`src/hdl/tcr_pkg.sv`:
```
// Package for the timer count readback block: offsets, reset values, carriers.
// Assumes an APB slave with 32-bit data and one register per aligned word.
package tcr_pkg;
  // Printed offsets are not multiples of four: they are word indices
  localparam logic [11:0] IDX_T0_HIGH = 12'hF00;
  localparam logic [11:0] IDX_T0_LOW = 12'hF01;
  localparam logic [11:0] IDX_T1_HIGH = 12'hF08;
  localparam logic [11:0] IDX_T1_LOW = 12'hF09;
  localparam logic [11:0] IDX_CTRL = 12'hF10;
  localparam logic [11:0] IDX_STATUS = 12'hF11;
  localparam int ADDR_W = 14;
  localparam logic [7:0] RST_HIGH = 8'h00;
  localparam logic [7:0] RST_LOW = 8'h01;
  localparam logic [1:0] RST_CTRL = 2'h0;
  localparam int NUM_TIMERS = 2;

  typedef struct packed {
    logic wr_high;
    logic wr_low;
    logic rd_high;
    logic rd_low;
    logic [7:0] wdata;
  } tcr_access_t;
endpackage

```
`src/hdl/tcr_top.sv`:
```
// Timer count readback and output pin logic for two 16-bit timers, APB slave.
// Assumes the counting core supplies reload, count load and next count on pclk; enable comes from the control register.
// Contract
// RL1: Reading counts never disturbs counting
// RL2: Enabled high read latches low byte
// RL3: Next low read returns the holding byte
// RL4: Disabled low read returns live byte
// RL5: Output toggles on every reload
// RL6: Output reaches pin only via alternate function
// RL7: Count is high byte over low
// RL8: Byte writes load the counter directly
`timescale 1ns/10ps
`default_nettype none
module tcr_top
(
  // APB
  input wire logic pclk,
  input wire logic presetn,
  input wire logic psel,
  input wire logic penable,
  input wire logic pwrite,
  input wire logic [tcr_pkg::ADDR_W-1:0] paddr,
  input wire logic [31:0] pwdata,
  output logic [31:0] prdata,
  output logic pready,
  output logic pslverr,
  // Timer core
  input wire logic [1:0] reload,
  input wire logic [1:0] count_load,
  input wire logic [15:0] count_next0,
  input wire logic [15:0] count_next1,
  output logic [15:0] count0,
  output logic [15:0] count1,
  // Port pin
  input wire logic [1:0] alt_func_sel,
  input wire logic [1:0] port_data,
  output logic [1:0] pin_out
);
  logic [1:0] enable;
  logic [11:0] idx;
  logic access;
  logic wr;
  logic rd;
  logic hit_ctrl;
  logic hit_status;
  logic mapped;
  logic [7:0] high0;
  logic [7:0] low0;
  logic [7:0] high1;
  logic [7:0] low1;
  logic [1:0] tout;
  logic [31:0] next_prdata;
  tcr_pkg::tcr_access_t acc0;
  tcr_pkg::tcr_access_t acc1;

  function automatic logic hit(input logic [11:0] a, input logic [11:0] b);
    hit = (a == b);
  endfunction

  assign idx = paddr[13:2];
  assign access = psel && penable;
  assign wr = access && pwrite;
  assign rd = access && !pwrite;
  assign hit_ctrl = hit(idx, tcr_pkg::IDX_CTRL);
  assign hit_status = hit(idx, tcr_pkg::IDX_STATUS);
  assign mapped = hit(idx, tcr_pkg::IDX_T0_HIGH) || hit(idx, tcr_pkg::IDX_T0_LOW)
               || hit(idx, tcr_pkg::IDX_T1_HIGH) || hit(idx, tcr_pkg::IDX_T1_LOW)
               || hit_ctrl || hit_status;
  assign pready = 1'b1;
  assign pslverr = access && !mapped;

  assign acc0 = '{wr_high: wr && hit(idx, tcr_pkg::IDX_T0_HIGH),
                  wr_low: wr && hit(idx, tcr_pkg::IDX_T0_LOW),
                  rd_high: rd && hit(idx, tcr_pkg::IDX_T0_HIGH),
                  rd_low: rd && hit(idx, tcr_pkg::IDX_T0_LOW),
                  wdata: pwdata[7:0]};
  assign acc1 = '{wr_high: wr && hit(idx, tcr_pkg::IDX_T1_HIGH),
                  wr_low: wr && hit(idx, tcr_pkg::IDX_T1_LOW),
                  rd_high: rd && hit(idx, tcr_pkg::IDX_T1_HIGH),
                  rd_low: rd && hit(idx, tcr_pkg::IDX_T1_LOW),
                  wdata: pwdata[7:0]};

  // Enable bits steer the latch and the low byte path
  always_ff @(posedge pclk or negedge presetn)
  begin
    if (!presetn)
      enable <= tcr_pkg::RST_CTRL;
    else if (wr && hit_ctrl)
      enable <= pwdata[1:0];
  end

  tcr_channel u_ch0
  (
    .pclk(pclk),
    .presetn(presetn),
    .enable(enable[0]),
    .reload(reload[0]),
    .count_load(count_load[0]),
    .count_next(count_next0),
    .acc(acc0),
    .count_high_byte(high0),
    .count_low_byte(low0),
    .count(count0),
    .timer_out(tout[0])
  );

  tcr_channel u_ch1
  (
    .pclk(pclk),
    .presetn(presetn),
    .enable(enable[1]),
    .reload(reload[1]),
    .count_load(count_load[1]),
    .count_next(count_next1),
    .acc(acc1),
    .count_high_byte(high1),
    .count_low_byte(low1),
    .count(count1),
    .timer_out(tout[1])
  );

  // Plain port data unless the alternate function is selected
  assign pin_out = (alt_func_sel & tout) | (~alt_func_sel & port_data); // see RL6

  assign next_prdata =
      hit(idx, tcr_pkg::IDX_T0_HIGH) ? {24'h000000, high0}
    : hit(idx, tcr_pkg::IDX_T0_LOW) ? {24'h000000, low0}
    : hit(idx, tcr_pkg::IDX_T1_HIGH) ? {24'h000000, high1}
    : hit(idx, tcr_pkg::IDX_T1_LOW) ? {24'h000000, low1}
    : hit_ctrl ? {30'h0000000, enable}
    : hit_status ? {30'h0000000, tout}
    : 32'h00000000;

  // Data registered from the setup cycle; holding update lands at access end
  always_ff @(posedge pclk or negedge presetn)
  begin
    if (!presetn)
      prdata <= 32'h00000000;
    else if (psel && !penable && !pwrite)
      prdata <= next_prdata;
  end
endmodule
`default_nettype wire

```
`src/hdl/tcr_channel.sv`:
```
// One timer's count bytes, holding register and output toggle.
// Assumes all inputs are synchronous to pclk.
`timescale 1ns/10ps
`default_nettype none
module tcr_channel
(
  // Clock and reset
  input wire logic pclk,
  input wire logic presetn,
  // Timer core side and control enable
  input wire logic enable,
  input wire logic reload,
  input wire logic count_load,
  input wire logic [15:0] count_next,
  // Software access
  input wire tcr_pkg::tcr_access_t acc,
  // Results
  output logic [7:0] count_high_byte,
  output logic [7:0] count_low_byte,
  output logic [15:0] count,
  output logic timer_out
);
  logic [7:0] hold;
  logic [15:0] next_count;

  // A write wins over the counting core so software values are exact
  assign next_count = acc.wr_high ? {acc.wdata, count[7:0]}   // see RL8
                    : acc.wr_low ? {count[15:8], acc.wdata}   // see RL8
                    : count_load ? count_next : count;

  // Reads feed nothing back into the count  // see RL1
  always_ff @(posedge pclk or negedge presetn)
  begin
    if (!presetn)
      count <= {tcr_pkg::RST_HIGH, tcr_pkg::RST_LOW};
    else
      count <= next_count;
  end

  always_ff @(posedge pclk or negedge presetn)
  begin
    if (!presetn)
      hold <= tcr_pkg::RST_LOW;
    else if (enable && acc.rd_high)
      hold <= count[7:0]; // see RL2
  end

  always_ff @(posedge pclk or negedge presetn)
  begin
    if (!presetn)
      timer_out <= 1'b0;
    else if (reload)
      timer_out <= ~timer_out; // see RL5
  end

  assign count_high_byte = count[15:8]; // see RL7
  // Disabled timers bypass the holding register
  assign count_low_byte = enable ? hold : count[7:0]; // see RL3 see RL4
endmodule
`default_nettype wire

```
`config.mk`:
```
export PLATFORM = sky130hd
export DESIGN_NAME = tcr_top
export DESIGN_NICKNAME = d
export VERILOG_FILES = /design/src/hdl/tcr_pkg.sv /design/src/hdl/tcr_top.sv /design/src/hdl/tcr_channel.sv
export SDC_FILE = /design/constraint.sdc
export NUM_CORES = 1
export LEC_CHECK = 0
export BUFFER_PORTS_ARGS = -buffer_cell sky130_fd_sc_hd__buf_2
export CAP_MARGIN = 10
export CORE_MARGIN = 5
export CORE_UTILIZATION = 29
export CTS_BUF_LIST = sky130_fd_sc_hd__clkbuf_4
export DETAILED_ROUTE_END_ITERATION = 12
export GPL_ROUTABILITY_DRIVEN = 0
export PLACE_DENSITY = 0.57
export SYNTH_ARGS = -nofsm -noshare
export SYNTH_HDL_FRONTEND = slang
export SYNTH_SLANG_ARGS = --single-unit
export TNS_END_PERCENT = 1
```
`constraint.sdc`:
```
create_clock -name pclk -period 2.7 [get_ports pclk]
set_input_delay 0.54 -clock pclk [delete_from_list [all_inputs] [get_ports pclk]]
set_output_delay 0.54 -clock pclk [all_outputs]
set_load 0.03 [all_outputs]
```
After elaboration in Yosys (flattened, before gate mapping)
Index checks and enable logic that the tools add are counted.
{ "word_totals": {"regBits": 84, "wordCells": 71, "inputBits": 91, "out_inout_bits": 68} }
{ "op_classes": {"n_bitwise": 8, "eq_ne": 8, "muxes": 14, "n_reduce_logical": 31} }
{ "op_table": {"columns": ["op", "n"], "rows": [
  ["two-way mux 16 bit", 6],
  ["equality test 12 bit (second input constant)", 6],
  ["two-way mux 8 bit", 6],
  ["logical AND 1 bit", 15],
  ["AND reduction 2 bit", 4],
  ["nonzero test 2 bit", 4],
  ["logical OR 1 bit", 5],
  ["AND 2 bit", 2],
  ["two-way mux 2 bit", 2],
  ["inequality test 2 x 1 -> 1 bit (second input constant)", 2],
  ["NOT 1 bit", 4],
  ["zero test 1 bit", 3],
  ["NOT 2 bit", 1],
  ["OR 2 bit", 1]
]} }

Depth between registers and ports, before layout
{ "logic_depth": {"word_depth": 8, "ltp_mapped": 8} }

Hierarchy
A second synthesis with hierarchy kept.
{ "hier_totals": {"hier_cells": 369, "hier_area_um2": 3721.1} }
{ "modules_own_cells": {"columns": ["module", "n_inst", "area_each_um2", "cells_each"], "rows": [
  ["tcr_channel", 2, 1261.2, 111],
  ["tcr_top", 1, 1198.6, 147]
]} }

Worst setup path after synthesis
OpenSTA, ideal clock, no wires.
{ "synth_timing": {"path_type": "input to register", "start": "input paddr[9] (netlist bit)", "end": "register u_ch0.count[15]", "setup_slack_ns": 0.250, "required_ns": 2.563, "arrival_ns": 2.312, "n_path_buf": 3, "cell_stages": 8, "path_cell_list": "or4_4 buf_6 or3_1 buf_6 o21ai_4 buf_8 mux2i_1 a21oi_1"} }
{ "synth_via": {"elab_chain_len": 4, "word_cells_on_any_way": 8} }
{ "synth_lines": {"columns": ["element", "line_no", "rtl"], "rows": [
  ["start: declaration", "tcr_top.sv:22", "input wire logic [tcr_pkg::ADDR_W-1:0] paddr,"],
  ["equality test 12 bit", "tcr_top.sv:57", "hit = (a == b);"],
  ["logical AND 1 bit, on equally long branches", "tcr_top.sv:73, tcr_top.sv:72", null],
  ["inequality test 2 x 1 -> 1 bit (no line) or nonzero test 2 bit (tied branches)", null, null],
  ["AND reduction 2 bit (no line)", null, null],
  ["end signal: assignment", "tcr_channel.sv:35", "count <= {tcr_pkg::RST_HIGH, tcr_pkg::RST_LOW};"],
  ["end signal: assignment", "tcr_channel.sv:37", "count <= next_count;"],
  ["end: declaration", "tcr_channel.sv:20", "output logic [15:0] count,"]
]} }
Parallel ways exist; a longest one is shown, timed or not.
A chain may end at the register's enable or synchronous reset.

Worst setup path after layout
{ "layout_timing": {"start": "input paddr[6] (netlist bit)", "end": "output pslverr"} }
{ "layout_via": {"elab_chain_len": 8, "word_cells_on_any_way": 13} }
{ "layout_lines": {"columns": ["element", "line_no", "rtl"], "rows": [
  ["equality test 12 bit", "tcr_top.sv:57", null],
  ["logical OR 1 bit", "tcr_top.sv:66", "assign mapped = hit(idx, tcr_pkg::IDX_T0_HIGH) || hit(idx, tcr_pkg::IDX_T0_LOW)"],
  ["logical OR 1 bit (2 in series)", "tcr_top.sv:67", "|| hit(idx, tcr_pkg::IDX_T1_HIGH) || hit(idx, tcr_pkg::IDX_T1_LOW)"],
  ["logical OR 1 bit", "tcr_top.sv:68", "|| hit_ctrl || hit_status;"],
  ["logical OR 1 bit (*)", "tcr_top.sv:68", null],
  ["zero test 1 bit (*)", "tcr_top.sv:70", "assign pslverr = access && !mapped;"],
  ["logical AND 1 bit (*)", "tcr_top.sv:70", null],
  ["end: declaration", "tcr_top.sv:26", "output logic pslverr,"]
]} }
Mark *: on every way between the ends. The rest lies on a longest branch, timed or not.

==> flow_summary.yaml <==
sta:
  finalClockSkew_ps: 10.1
  drv_slew: 0
  relSlewSlack: 0.484
  tightest_slew_ps: 774
  rsz0062_at_grt: "false"
  setup_violations: 0
  period_needed_ps: 2580
  fmax_mhz: 388
  hold_viol_final: 0
  post-route-period-util: 0.955
  setup-tns-final_ps: 0
final_layout:
  syn_to_final_growth_pct: 23.4
  fin_area_mm2: 0.00415
  final_cell_mix: "107 x buf_2, 56 x dfrtp_1, 28 x a21oi_1"
  drive_gt1_frac: 0.395
  n_antenna_cell: 0
  nFillCells: 1208
  final_nets: 534
  mostFrequentLayoutCell: "buf_2"
cts:
  post-cts-setup-buffers: 0
  clock_path_buffers: 2
  cts_root_buf: "clkbuf_4"
  cts_resized: 0
  cts_sinks: 60
  clk-insertion-delay-late_ps: 410
  ctsHoldBuffers: 0
  clk_pin_slew_ps: 100
  ctsHtreeMaxLevel: 3
  numCtsBuffers: 9
  cts_tree: "yes"
synth:
  synth.cell_area_mm2: 0.00336
  ys_types: 50
  synth_top_flop_cell: "dfrtp_1"
  yosysSeqAreaShare: 0.448
  yosys-top-cells-area: "dfrtp_1 42%, mux2_2 9.0%, buf_4 5.6%"
  synth_simple_gate_area_frac: 0.103
  synth_compound_area_frac: 0.197
  post-synth-top-area-cell: "dfrtp_1"
  ys_async_sr_fraction: 1.00
  syn-mean-instance-area_um2: 10.2
  synth-xor-area-share: 0.00521
  synth_top_cell_area_share: 0.417
  synth_top_family_by_area: "compound AO/OA/AOI/OAI gates"
  ys_warn_count: 0
  synthMuxAreaShare: 0.138
  synth.ff_latch_count: 60
  synth_edf_count: 0
  synthCells: 330
  synth_fa_ha_area_frac: 0
power_and_ir_drop:
  p_per_area_mw_per_mm2: 531
  total_power_uw: 2200
  p_comb_frac: 0.243
  power.leakage_uw: 0.00196
  clockPowerShare: 0.284
  power_frac_seq: 0.473
  p_int_uw: 1420
  p_sw_uw: 778
  p_sw_frac: 0.353
  ir_drop_mv: 0.260
global_route:
  use_met1: 0.195
  grt_antenna_before_repair: 0
  grt_pass1_wl_mm: 16.8
  grt-busiest-layer: "met2"
  grt_max_degree: 32
  grt_pass1_vias: 3083
  gr-usage-met2: 0.245
  grt_use_total: 0.152
  use_met3: 0.0533
  grt_overflow: 0
critical_path:
  path_class: "input port to output pin"
  worstSetupEndpointType: "output pin"
  r2r_end: "u_ch0.hold[5]"
  crit_fanout: 11
  cp_data_required_time_ps: 2160
  critPathArrivalTime_ps: 2040
  reg2reg_depth: 3
  path_cells: "buf_2, or4_4, nor3_1, buf_4, nor2_1, nor2_1, nor2_1, buf_2"
  reg2reg_from: "enable[0]"
  cp-start-kind: "input port"
  critPathBufInv: 3
  critPathSlowestCell: "or4_4"
  reg2reg_slack_ps: 930
  max_stage_delay_ps: 580
  crit_family: "simple AND/OR/NAND/NOR gates"
  cpMostUsedCell: "nor2_1"
drt:
  num_vias: 2990
  routed_wl_mm: 10.6
  drt_iter0_drc: 155
  drc: 0
  vias_per_cell: 5.06
  wire_per_inst_um: 18.0
  drtPass1Iterations: 5
  drtAntennaViolNets: 0
place:
  place_area_mm2: 0.00402
  io_buffers: 107
  dp_hpwl_mm: 8.35
die:
  die_x_um: 118
  initial_core_util: 0.296
  die_h_um: 118
  die_area_mm2: 0.0139
  core_area_mm2: 0.0114
  fp-row-count: 39
  pin_count: 159
status:
  status: "finished clean"
worst_hold_path:
  min_path_type: "input port to asynchronous set/reset pin"
job:
  max_cap_viol_count: 0
[layer usage]
| layer | part of all wire | vias up |
|---|---|---|
| met5 | 0 | - |
| met2 | 0.47 | 148 |
| met3 | 0.086 | 17 |
| met1 | 0.43 | 1435 |
| met4 | 0.016 | 0 |
| li1 | - | 1390 |
[Yosys cell counts (all sizes together) (8+ instances only)]
| library cell | n |
|---|---|
| dfrtp | 56 |
| inv | 19 |
| buf | 32 |
| o22ai | 16 |
| clkbuf | 11 |
| o22a | 8 |
| a22oi | 8 |
| nand2 | 12 |
| a21oi | 28 |
| o21a | 8 |
| mux2i | 16 |
| o21ai | 8 |
| mux2 | 27 |
| nor2 | 19 |
[cell type report]
type / count / area (um^2) / area share
multi-input cells: 231 / 1590 / 0.382
flip-flops and latches: 60 / 1510 / 0.363
repair buffers: 122 / 673 / 0.162
well taps: 143 / 179 / 0.0431
inverters: 19 / 71.3 / 0.0172
clock buffers: 9 / 67.6 / 0.0163
clock inverters: 7 / 67.6 / 0.0163
[sequential cells by signal, indices dropped and copies added, names as in the netlist]
name             count
enable               2
u_ch0.hold           8
u_ch0.count         16
u_ch1.timer_out      1
u_ch1.count         16
u_ch1.hold           8
u_ch0.timer_out      1
prdata               8
[power groups by stage]
| stage | Clock (uW) | Combinational, uW | Sequential [uW] |
|---|---|---|---|
| finish | 627 | 535 | 1040 |
| global route | 689 | 579 | 1050 |
| CTS | 650 | 541 | 1040 |
| detailed placement | 0 | 539 | 1060 |
| global placement | 0 | 533 | 1050 |
| floorplan | 0 | 247 | 1160 |
[worst reg2reg max path, cell delays in order (launching register included)]
cell and delay (ps):
dfrtp_1 700, nand2_1 180, nor3_4 400, mux2_2 400
[logic make-up after synthesis]
group,count (synthesis)
AOI/OAI and AO/OA,98
xor gates and xnor gates,2
buffers and inverters,62
DFF,60
muxes,43
other,2
and+or+nand+nor,63
[worst max-delay path by stage]
stage	start	endpoint	slack, ps	cells past startpoint
after floorplan	paddr[9]	u_ch0.count[15]	250	8
after global placement	paddr[9]	pslverr	170	8
after detailed placement	paddr[9]	pslverr	140	8
after CTS	paddr[9]	pslverr	130	8
after global routing	paddr[6]	pslverr	50	8
final	paddr[6]	pslverr	120	8
[metrics by stage]
step | worst slack, ps | hold WS, ps | util | std cells
floorplan | 250 | 244 | - | 353
global placement | 168 | 468 | 0.353 | 575
detailed placement | 135 | 473 | 0.353 | 575
CTS | 132 | 197 | 0.365 | 591
global route | 47.7 | 213 | 0.365 | 591
finish | 121 | 195 | 0.365 | 591
(Power assumes the default switching activity.)
